**src/sbc_pkg.sv**
```systemverilog
// Shared constants and types for the strap and boot configuration loader.
// Assumes a 32-bit APB slave with one aligned word per register.
package sbc_pkg;

    // ****************************************************************
    // Register map and control fields
    // ****************************************************************
    localparam int ADDR_W = 8;
    localparam logic [7:0] OFS_CTRL = 8'h00;
    localparam logic [7:0] OFS_STRAP = 8'h04;
    localparam logic [7:0] OFS_STATUS = 8'h08;
    localparam logic [7:0] OFS_EE_ADDR = 8'h0C;
    localparam logic [7:0] OFS_EE_DATA = 8'h10;
    localparam logic [7:0] OFS_EE_PTR = 8'h14;
    localparam logic [7:0] OFS_BEACON = 8'h18;
    localparam logic [7:0] OFS_SUPPLY = 8'h1C;
    localparam int CTL_SOFT_RST = 0;
    localparam int CTL_CPU_RUN = 1;
    localparam int CTL_EE_RESTART = 2;
    localparam int CTL_EE_MANUAL = 3;
    localparam int CTL_DOZE = 4;
    localparam int SUP_SYNTH = 0;
    localparam int SUP_XOSC = 1;
    localparam logic [15:0] BEACON_RST = 16'h0064;
    localparam logic [1:0] SUPPLY_RST = 2'h3;

    // ****************************************************************
    // Strap pin positions and capture timing
    // ****************************************************************
    localparam int STR_W = 10;
    localparam int STR_FLASH_W = 9;
    localparam int STR_CS_HI = 8;
    localparam int STR_CS_LO = 7;
    localparam int STR_HOST_HI = 6;
    localparam int STR_HOST_LO = 5;
    localparam int STR_PAD = 4;
    localparam int STR_ENDIAN = 3;
    localparam int STR_FW_SRC = 2;
    localparam int STR_AUTO = 0;
    localparam logic [1:0] CAP_WAIT = 2'h3;

    // ****************************************************************
    // Serial configuration memory burst layout
    // ****************************************************************
    localparam int EE_AW = 8;
    localparam int EE_DW = 16;
    localparam logic [7:0] BURST_LAST = 8'h07;
    localparam logic [7:0] PTR_WORD = 8'h03;

    typedef enum logic [1:0] {
        SBC_CS_ZERO = 2'b00,
        SBC_CS_ONE = 2'b01,
        SBC_CS_TWO = 2'b10,
        SBC_CS_NONE = 2'b11
    } sbc_cs_t;

    typedef enum logic [1:0] {
        SBC_HOST_CARDBUS = 2'b00,
        SBC_HOST_PCI = 2'b01,
        SBC_HOST_SLAVE = 2'b10,
        SBC_HOST_PCI_CTRL = 2'b11
    } sbc_host_t;

    typedef struct packed {
        logic flash_16bit;
        sbc_cs_t flash_cs;
        sbc_host_t host_mode;
        logic pad_pci;
        logic big_endian;
        logic fw_from_flash;
        logic auto_ee_read;
        logic card_mode;
    } sbc_strap_t;

    typedef enum logic [1:0] {
        SBC_ST_IDLE = 2'b00,
        SBC_ST_REQ = 2'b01,
        SBC_ST_REL = 2'b10
    } sbc_ee_st_t;

endpackage

```
**src/sbc_strap_boot_loader.sv**
```systemverilog
// Strap capture, boot-time configuration memory reads and doze supplies.
// Assumes strap, acknowledge, data and sleep clock pins are asynchronous
// and that software reaches the registers over APB on i_clk.
//
// Decided for this implementation: the APB interface to the registers and the address map.
`timescale 1ns/1ns

// Behaviour
// - Sample strap pins 9:2 and 0 at reset.
// - Store sampled straps in configuration registers.
// - Strap 9 selects 8-bit or 16-bit flash.
// - Straps 8:7 pick flash select or none.
// - Straps 6:5 choose host interface mode.
// - Strap 4 sets host pad configuration.
// - Strap 3 sets processor byte order.
// - Strap 2 picks host download or flash.
// - Strap 0 enables automatic memory read.
// - Card mode pin refines slave mode.
// - Start burst read after strap capture.
// - Firmware restarts burst; pointer word captured.
// - Firmware then reads tables manually, boot ends.
// - Doze keeps sleep timer, wakes each beacon.
// - Doze drives regulator enables off, line ten.
// - Supplies off entering doze, on leaving.
module sbc_strap_boot_loader (
    // Clock, reset and freeze.
    input wire logic i_clk,
    input wire logic i_arst_n,
    input wire logic i_ce,
    // APB slave.
    input wire logic i_psel,
    input wire logic i_penable,
    input wire logic i_pwrite,
    input wire logic [sbc_pkg::ADDR_W-1:0] i_paddr,
    input wire logic [31:0] i_pwdata,
    output logic [31:0] o_prdata,
    output logic o_pready,
    output logic o_pslverr,
    // Strap pins.
    input wire logic [sbc_pkg::STR_W-1:0] i_strap_data_bus,
    input wire logic i_card_mode_select,
    // Serial configuration memory word port, four-phase handshake.
    output logic o_ee_req,
    output logic [sbc_pkg::EE_AW-1:0] o_ee_addr,
    input wire logic i_ee_ack,
    input wire logic [sbc_pkg::EE_DW-1:0] i_ee_data,
    // Sleep clock pin and supply controls.
    input wire logic i_sleep_clk,
    output logic o_general_purpose_line_ten,
    output logic o_crystal_osc_enable_n,
    output logic o_core_power_en,
    // Latched configuration.
    output sbc_pkg::sbc_strap_t o_cfg,
    output logic [2:0] o_flash_cs_en,
    output logic o_embedded_processor_run
);
    import sbc_pkg::*;

    // ****************************************************************
    // Declarations
    // ****************************************************************
    logic [STR_W-1:0] str_m_r, str_s_r;
    logic cms_m_r, cms_s_r, ack_m_r, ack_s_r;
    logic slp_m_r, slp_s_r, slp_d_r;
    logic [EE_DW-1:0] dat_m_r, dat_s_r;
    logic [1:0] cap_cnt_r;
    sbc_strap_t strap_r, strap_now;
    sbc_ee_st_t st_r;
    logic burst_r, first_done_r, second_done_r, boot_done_r;
    logic [7:0] word_r;
    logic [EE_AW-1:0] ee_addr_r, cur_addr_r;
    logic [EE_DW-1:0] ee_data_r, ptr_r;
    logic cpu_run_r, doze_r;
    logic [15:0] beacon_r, slp_cnt_r;
    logic [1:0] supply_off_r;
    logic [31:0] prdata_r, rd_mux;
    logic hit, wr_en, wr_ctl, soft_rst, cap_fire, cap_done;
    logic auto_go, restart_go, manual_go, slp_tick, wake;

    // ****************************************************************
    // Pin synchronisers
    // ****************************************************************
    // Two flops per pin, three on the sleep clock; only the second stage, and the sleep clock's third, feed any logic.
    always_ff @(posedge i_clk or negedge i_arst_n) begin
        if (!i_arst_n) begin
            str_m_r <= '0;
            str_s_r <= '0;
            cms_m_r <= 1'b0;
            cms_s_r <= 1'b0;
            ack_m_r <= 1'b0;
            ack_s_r <= 1'b0;
            dat_m_r <= '0;
            dat_s_r <= '0;
            slp_m_r <= 1'b0;
            slp_s_r <= 1'b0;
            slp_d_r <= 1'b0;
        end else if (i_ce) begin
            str_m_r <= i_strap_data_bus;
            str_s_r <= str_m_r;
            cms_m_r <= i_card_mode_select;
            cms_s_r <= cms_m_r;
            ack_m_r <= i_ee_ack;
            ack_s_r <= ack_m_r;
            dat_m_r <= i_ee_data;
            dat_s_r <= dat_m_r;
            slp_m_r <= i_sleep_clk;
            slp_s_r <= slp_m_r;
            slp_d_r <= slp_s_r;
        end
    end

    // ****************************************************************
    // Strap decode and capture
    // ****************************************************************
    // Strap bit 1 is not a strap and is never looked at.
    always_comb begin
        strap_now.flash_16bit = str_s_r[STR_FLASH_W];
        strap_now.flash_cs = sbc_cs_t'(str_s_r[STR_CS_HI:STR_CS_LO]);
        strap_now.host_mode =
            sbc_host_t'(str_s_r[STR_HOST_HI:STR_HOST_LO]);
        strap_now.pad_pci = str_s_r[STR_PAD];
        strap_now.big_endian = str_s_r[STR_ENDIAN];
        strap_now.fw_from_flash = str_s_r[STR_FW_SRC];
        strap_now.auto_ee_read = str_s_r[STR_AUTO];
        strap_now.card_mode = cms_s_r;
    end

    // The wait lets the synchronisers fill with real pin levels first.
    assign cap_fire = (cap_cnt_r == 2'h1);
    assign cap_done = (cap_cnt_r == 2'h0);

    always_ff @(posedge i_clk or negedge i_arst_n) begin
        if (!i_arst_n) begin
            cap_cnt_r <= CAP_WAIT;
        end else if (i_ce) begin
            if (soft_rst) begin
                cap_cnt_r <= CAP_WAIT;
            end else if (!cap_done) begin
                cap_cnt_r <= cap_cnt_r - 2'h1;
            end
        end
    end

    // Loaded once per reset; the pins are shared and ignored afterwards.
    always_ff @(posedge i_clk or negedge i_arst_n) begin
        if (!i_arst_n) begin
            strap_r <= '0;
        end else if (i_ce && cap_fire) begin
            strap_r <= strap_now;
        end
    end

    assign o_cfg = strap_r;
    // One-hot flash select; the no-flash code leaves all three off.
    always_comb begin
        o_flash_cs_en = 3'h0;
        if (strap_r.flash_cs != SBC_CS_NONE) begin
            o_flash_cs_en[strap_r.flash_cs] = 1'b1;
        end
    end

    // ****************************************************************
    // APB slave
    // ****************************************************************
    // Zero wait states; unmapped offsets answer with an error.
    assign o_pready = 1'b1;
    assign wr_en = i_ce && i_psel && i_penable && i_pwrite;
    assign wr_ctl = wr_en && (i_paddr == OFS_CTRL);
    assign soft_rst = wr_ctl && i_pwdata[CTL_SOFT_RST];
    assign o_pslverr = i_psel && i_penable && !hit;
    assign o_prdata = prdata_r;

    always_comb begin
        hit = 1'b1;
        rd_mux = 32'h0000_0000;
        unique case (i_paddr)
            OFS_CTRL: rd_mux = {27'h0, doze_r, 2'h0, cpu_run_r, 1'b0};
            OFS_STRAP: rd_mux = {22'h0, strap_r};
            OFS_STATUS: rd_mux = {26'h0, boot_done_r, second_done_r,
                                  first_done_r, burst_r, st_r};
            OFS_EE_ADDR: rd_mux = {24'h0, ee_addr_r};
            OFS_EE_DATA: rd_mux = {16'h0, ee_data_r};
            OFS_EE_PTR: rd_mux = {16'h0, ptr_r};
            OFS_BEACON: rd_mux = {16'h0, beacon_r};
            OFS_SUPPLY: rd_mux = {30'h0, supply_off_r};
            default: hit = 1'b0;
        endcase
    end

    // Read data is taken in the setup cycle so it stands in the access.
    always_ff @(posedge i_clk or negedge i_arst_n) begin
        if (!i_arst_n) begin
            prdata_r <= 32'h0000_0000;
        end else if (i_ce && i_psel && !i_penable) begin
            prdata_r <= rd_mux;
        end
    end

    // Writable settings.
    always_ff @(posedge i_clk or negedge i_arst_n) begin
        if (!i_arst_n) begin
            cpu_run_r <= 1'b0;
            ee_addr_r <= '0;
            beacon_r <= BEACON_RST;
            supply_off_r <= SUPPLY_RST;
        end else if (wr_en) begin
            if (i_paddr == OFS_CTRL) begin
                cpu_run_r <= i_pwdata[CTL_CPU_RUN] && !soft_rst;
            end
            if (i_paddr == OFS_EE_ADDR) begin
                ee_addr_r <= i_pwdata[EE_AW-1:0];
            end
            if (i_paddr == OFS_BEACON) begin
                beacon_r <= i_pwdata[15:0];
            end
            if (i_paddr == OFS_SUPPLY) begin
                supply_off_r <= i_pwdata[1:0];
            end
        end
    end
    assign o_embedded_processor_run = cpu_run_r;

    // ****************************************************************
    // Configuration memory sequencer
    // ****************************************************************
    // A busy sequencer ignores new starts rather than queueing them.
    assign auto_go = cap_fire && strap_now.auto_ee_read;
    assign restart_go = wr_ctl && i_pwdata[CTL_EE_RESTART] &&
                        cpu_run_r && first_done_r;
    assign manual_go = wr_ctl && i_pwdata[CTL_EE_MANUAL] && second_done_r;
    assign o_ee_req = (st_r == SBC_ST_REQ);
    assign o_ee_addr = cur_addr_r;

    always_ff @(posedge i_clk or negedge i_arst_n) begin
        if (!i_arst_n) begin
            st_r <= SBC_ST_IDLE;
            burst_r <= 1'b0;
            word_r <= 8'h00;
            cur_addr_r <= '0;
        end else if (i_ce) begin
            unique case (st_r)
                SBC_ST_IDLE: begin
                    if (auto_go || restart_go) begin
                        st_r <= SBC_ST_REQ;
                        burst_r <= 1'b1;
                        word_r <= 8'h00;
                        cur_addr_r <= '0;
                    end else if (manual_go) begin
                        st_r <= SBC_ST_REQ;
                        burst_r <= 1'b0;
                        cur_addr_r <= ee_addr_r;
                    end
                end
                SBC_ST_REQ: begin
                    if (ack_s_r) begin
                        st_r <= SBC_ST_REL;
                    end
                end
                SBC_ST_REL: begin
                    if (!ack_s_r) begin
                        if (burst_r && word_r != BURST_LAST) begin
                            st_r <= SBC_ST_REQ;
                            word_r <= word_r + 8'h01;
                            cur_addr_r <= word_r + 8'h01;
                        end else begin
                            st_r <= SBC_ST_IDLE;
                            burst_r <= 1'b0;
                        end
                    end
                end
                default: st_r <= SBC_ST_IDLE;
            endcase
        end
    end

    // Boot progress; a soft reset starts the whole sequence over.
    always_ff @(posedge i_clk or negedge i_arst_n) begin
        if (!i_arst_n) begin
            first_done_r <= 1'b0;
            second_done_r <= 1'b0;
            boot_done_r <= 1'b0;
        end else if (i_ce) begin
            if (soft_rst) begin
                first_done_r <= 1'b0;
                second_done_r <= 1'b0;
                boot_done_r <= 1'b0;
            end else if (st_r == SBC_ST_REL && !ack_s_r) begin
                if (!burst_r) begin
                    boot_done_r <= 1'b1;
                end else if (word_r == BURST_LAST) begin
                    first_done_r <= 1'b1;
                    second_done_r <= first_done_r;
                end
            end
        end
    end

    // Word data taken on the acknowledge edge of each read.
    always_ff @(posedge i_clk or negedge i_arst_n) begin
        if (!i_arst_n) begin
            ee_data_r <= '0;
            ptr_r <= '0;
        end else if (i_ce && st_r == SBC_ST_REQ && ack_s_r) begin
            ee_data_r <= dat_s_r;
            if (burst_r && word_r == PTR_WORD) begin
                ptr_r <= dat_s_r;
            end
        end
    end

    // ****************************************************************
    // Doze and supply control
    // ****************************************************************
    // Sleep ticks are rising edges of the slow clock seen through sync.
    assign slp_tick = slp_s_r && !slp_d_r;
    assign wake = doze_r && slp_tick && (slp_cnt_r == beacon_r - 16'h0001);

    // Wake wins over a doze request written in the same cycle.
    always_ff @(posedge i_clk or negedge i_arst_n) begin
        if (!i_arst_n) begin
            doze_r <= 1'b0;
            slp_cnt_r <= 16'h0000;
        end else if (i_ce) begin
            if (wake || soft_rst) begin
                doze_r <= 1'b0;
            end else if (wr_ctl && i_pwdata[CTL_DOZE]) begin
                doze_r <= 1'b1;
            end
            if (!doze_r || wake) begin
                slp_cnt_r <= 16'h0000;
            end else if (slp_tick) begin
                slp_cnt_r <= slp_cnt_r + 16'h0001;
            end
        end
    end

    // Core power always drops while dozing; the other two supplies drop only if marked unused.
    assign o_general_purpose_line_ten =
        !(doze_r && supply_off_r[SUP_SYNTH]);
    assign o_crystal_osc_enable_n =
        doze_r && supply_off_r[SUP_XOSC];
    assign o_core_power_en = !doze_r;
endmodule

```
**config.mk**
```make
export PLATFORM = sky130hd
export DESIGN_NAME = sbc_strap_boot_loader
export DESIGN_NICKNAME = d
export VERILOG_FILES = /design/src/sbc_pkg.sv /design/src/sbc_strap_boot_loader.sv
export SDC_FILE = /design/constraint.sdc
export NUM_CORES = 1
export LEC_CHECK = 0
export ABC_AREA = 1
export BUFFER_PORTS_ARGS = -buffer_cell sky130_fd_sc_hd__buf_2
export CELL_PAD_IN_SITES_DETAIL_PLACEMENT = 2
export CELL_PAD_IN_SITES_GLOBAL_PLACEMENT = 2
export CORE_UTILIZATION = 34
export CTS_BUF_LIST = sky130_fd_sc_hd__clkbuf_16
export CTS_CLUSTER_DIAMETER = 80
export DETAILED_ROUTE_END_ITERATION = 8
export MAX_ROUTING_LAYER = met4
export PLACE_DENSITY = 0.91
export SLEW_MARGIN = 20
export SYNTH_ARGS = -nofsm -noshare
export SYNTH_HDL_FRONTEND = slang
export SYNTH_SLANG_ARGS = --single-unit
export TNS_END_PERCENT = 10
```
**constraint.sdc**
```tcl
create_clock -name i_clk -period 2.6 [get_ports i_clk]
set_input_delay 0.26 -clock i_clk [delete_from_list [all_inputs] [get_ports i_clk]]
set_output_delay 0.26 -clock i_clk [all_outputs]
set_load 0.01 [all_outputs]
```
==> impl_results.md <==
* Reg-to-reg slack, setup at 130 ps
* Layout cells sized above 1 at 0.157
* Asr flop ratio synth at 1.00
* Via-to-Cell Ratio at about 5.3
* Slowest library cell on the worst path: dfrtp_1
* Relative slew slack at 0.535
* Core box area at ~26000 µm²
* Multi-input combinational cell area at 3780 µm²
* Crit path launch type: flip-flop
* DR pass1 iterations at 6
* Congestion Overflow GR at 0
* EDFF count, synth at 0
* Critical Path Fanout Max at 6
* Final Cell Area at 10600 µm²
* Synth top area share at 0.483
* Post-route DRC at 5
* #FFs+latches synth at 183
* Pwr/cell area at 748 nW/µm²
* Clock buffer count from CTS at 17
* Port-buffer cells at 100
* TritonCTS clock tree: done
* H-tree lvl count at 4
* Gpl congestion at 0.863
* Die area at 27500 µm²
* Worst skew pair latency at roughly 450 ps
* Worst setup EP type: flip-flop
* Yosys top cell by area: dfrtp_1
* Register area share after synthesis at 0.503
* Max Fclk at around 0.41 GHz
* Routed WL per cell at 21.8 µm
* GRT Overall Usage at 0.263
* Number of global-route vias before repair at 9371
* Library cells used by synthesis at 47
* Worst Hold Class: in2reg
* Flop pwr share at 0.453
* Root Driver: clkbuf_16
* Register Area at 4590 µm²
* LEAKAGE at 5.33 nW
* Net Switching at 0.00275 W
* Mapped Avg Cell Area at 7.95 µm²
* Outcome: finished, violations left
* Violated checks: design-rule violations
* Type of the worst setup path: reg2reg
* DP Area at about 9900 µm²
* Skew final at 13.0 ps
* Final min period at 2470 ps
* Fillcell total at 2985
* WP data arrival at approximately 2800 ps
* Post-Route WL at between 30000 and 40000 µm
* Final worst path period share at 0.950
* Layout Cells excl Fill at 1588
* Final slew viol count at 0
* Most frequent cells in the layout: 394 x nand2_1, 176 x dfrtp_1, 124 x inv_1
* Syn. warnings at 0
* Critical path startpoint: beacon_r[0]$_DFFE_PN0P_
* CP Buf/Inv Count at 2
* Delay-heaviest family, CP: simple AND/OR/NAND/NOR gates
* Synth-to-layout area growth at 16.0%
* R2R cell count at 14
* Chip Height at between 150 and 200 µm
* Worst hold slack at 9.58 ps
* Clock power share at 0.360
* Levels on crit path at 14
* DIE WIDTH at 166 µm
* Dpl hpwl at 22100 µm
* Worst r2r src: beacon_r[0]$_DFFE_PN0P_
* Initial Util at 0.348
* Rows at 59
* Clk buf depth at 2
* Final ANT Viol Nets at 0
* Slowest Stage Delay on Critical Path at 400 ps
* Worst slew pin tran at 697 ps
* Setup tns final at 0 ps
* Global-route wire length before repair at about 54000 µm
* Cells along the critical path: inv_1 -> ha_1 -> nand2_1 -> nand2_1 -> inv_1 -> nand2_1 -> nor2_1 -> nand3_1 -> nor2_1 -> nand2_1 -> nor2_2 -> nand3_2 -> nand2_1 -> a21oi_1
* Final #Nets at 1320
* Routed via count at 8349
* Initial DRC Count at 460
* Max-Cap Viols at 0
* VDD IR max at 0.453 mV
* Ports at roughly 140
* Sink Count at roughly 180
* Cells after DPL at around 1.6k
* Comb pwr share at 0.187
* Hold Fails Final Rpt at 0
* Setup violators final at 0
* Ys flop type: dfrtp_1
* Largest net degree at the start of global routing at 82
* Initial antenna violation count at 0
* Mapped Cells at about 1.1k
* Sw Share at 0.347
* Commonest non-fill, non-tap cell in the layout: nand2_1
* Ranking of synthesized cells by area: dfrtp_1 48%, nand2_1 16%, o21ai_0 5.9%, inv_1 5.1%, nor2_1 3.0%
* Worst R2R End: slp_cnt_r[15]$_DFFE_PN0P_
* Diode count at 0
* Clock-pin slew on the worst setup and hold paths at 80 ps
* Int Pwr at 0.00516 W
* Mapped Area at 9120 µm²
* CP most frequent cell: nand2_1
* Setup crit end: slp_cnt_r[15]$_DFFE_PN0P_
* Critical path data required time at 2910 ps
## stage by stage
| step | setup WS (ps) | power, W | utilization |
|---|---|---|---|
| 3_5_place_dp | 132 | 0.00501 | 0.377 |
| 5_1_grt | -24.6 | 0.00825 | 0.404 |
| 2_1_floorplan | 776 | 0.00437 | - |
| 4_1_cts | 52.5 | 0.00794 | 0.402 |
| 3_3_place_gp | 236 | 0.00485 | 0.377 |
| 6_report | 131 | 0.00791 | 0.404 |
## power groups by stage
stage | combinational (W) | sequential, W | clock, W
floorplan | 0.000838 | 0.00354 | 0
detailed placement | 0.00140 | 0.00361 | 0
CTS | 0.00149 | 0.00358 | 0.00288
finish | 0.00148 | 0.00358 | 0.00285
global route | 0.00165 | 0.00363 | 0.00297
global placement | 0.00127 | 0.00357 | 0
## tightest hold or removal path: cells and delay by family
family | cells | cell delay, ps
buf+inv | 1 | 70
simple gates | 2 | 90
## area by class of cell
class	count	area share
timing repair buffer	118	0.0638
multi-input combinational	792	0.358
inverter	128	0.0454
sequential	183	0.434
clock buffer	17	0.0402
clock inverter	15	0.0194
tap	335	0.0396
## worst min path at each step
stage	from	slack (ps)	to	depth (start not counted)
finish	i_strap_data_bus[6]	10	str_m_r[6]$_DFFE_PN0P_	3
global route	i_ee_data[11]	20	dat_m_r[11]$_DFFE_PN0P_	3
CTS	i_strap_data_bus[6]	0.6	str_m_r[6]$_DFFE_PN0P_	3
detailed placement	i_arst_n	250	beacon_r[14]$_DFFE_PN0P_	1
global placement	i_arst_n	240	beacon_r[14]$_DFFE_PN0P_	1
floorplan	i_arst_n	-40	ack_m_r$_DFFE_PN0P_	0
## metal layers
layer | wire length, µm | track usage | part of all wire | up-vias
li1 | - | - | - | 3785
met2 | 17700 | 0.450 | 0.51 | 225
met3 | 1090 | 0.0298 | 0.031 | 86
met5 | 0 | - | 0 | -
met1 | 14600 | 0.312 | 0.42 | 4253
met4 | 1280 | 0.115 | 0.037 | 0
## cells by family after synthesis
family,after synthesis,synth area share
AO/OA/AOI/OAI,186,0.121
adder cells (fa/ha/maj),5,0.00686
flip-flops,183,0.503
other,2,0.000824
XOR/XNOR,24,0.0231
AND/OR/NAND/NOR,560,0.255
buffers and inverters,187,0.0895
## sequential cells by signal (all words and copies together), names as in the netlist, 10 cells and up
register,count
ee_data_r,16
o_prdata,16
dat_m_r,16
o_cfg,10
slp_cnt_r,16
ptr_r,16
beacon_r,16
dat_s_r,16
## synthesized netlist by cell type (2+ instances only)
| master | count |
|---|---|
| buf_4 | 17 |
| o21bai_1 | 7 |
| buf_2 | 4 |
| nand2_1 | 395 |
| a211oi_1 | 2 |
| nor2_2 | 3 |
| nor4_1 | 2 |
| nand3b_1 | 4 |
| dfrtp_1 | 176 |
| o21ai_2 | 24 |
| inv_2 | 2 |
| a221oi_1 | 6 |
| nor3_1 | 12 |
| nand3_2 | 2 |
| nand2_2 | 2 |
| conb_1 | 2 |
| o2111ai_1 | 3 |
| o21ai_0 | 108 |
| nand4_1 | 17 |
| o211ai_1 | 3 |
| ha_1 | 5 |
| o2bb2ai_1 | 2 |
| nand3_1 | 38 |
| xor2_1 | 19 |
| a21oi_1 | 26 |
| clkbuf_1 | 31 |
| dfstp_2 | 7 |
| inv_1 | 124 |
| nor2_4 | 3 |
| clkinv_1 | 2 |
| buf_6 | 6 |
| xnor2_1 | 5 |
| nor2_1 | 74 |
## repair_timing
item	in CTS	in global routing
buffers inserted	0	2
hold buffers	3	0
resized for setup	0	4
endpoints found under the hold margin	42	0
endpoints found under the setup margin	0	20
Note: power is estimated with default switching activity, not from simulation.
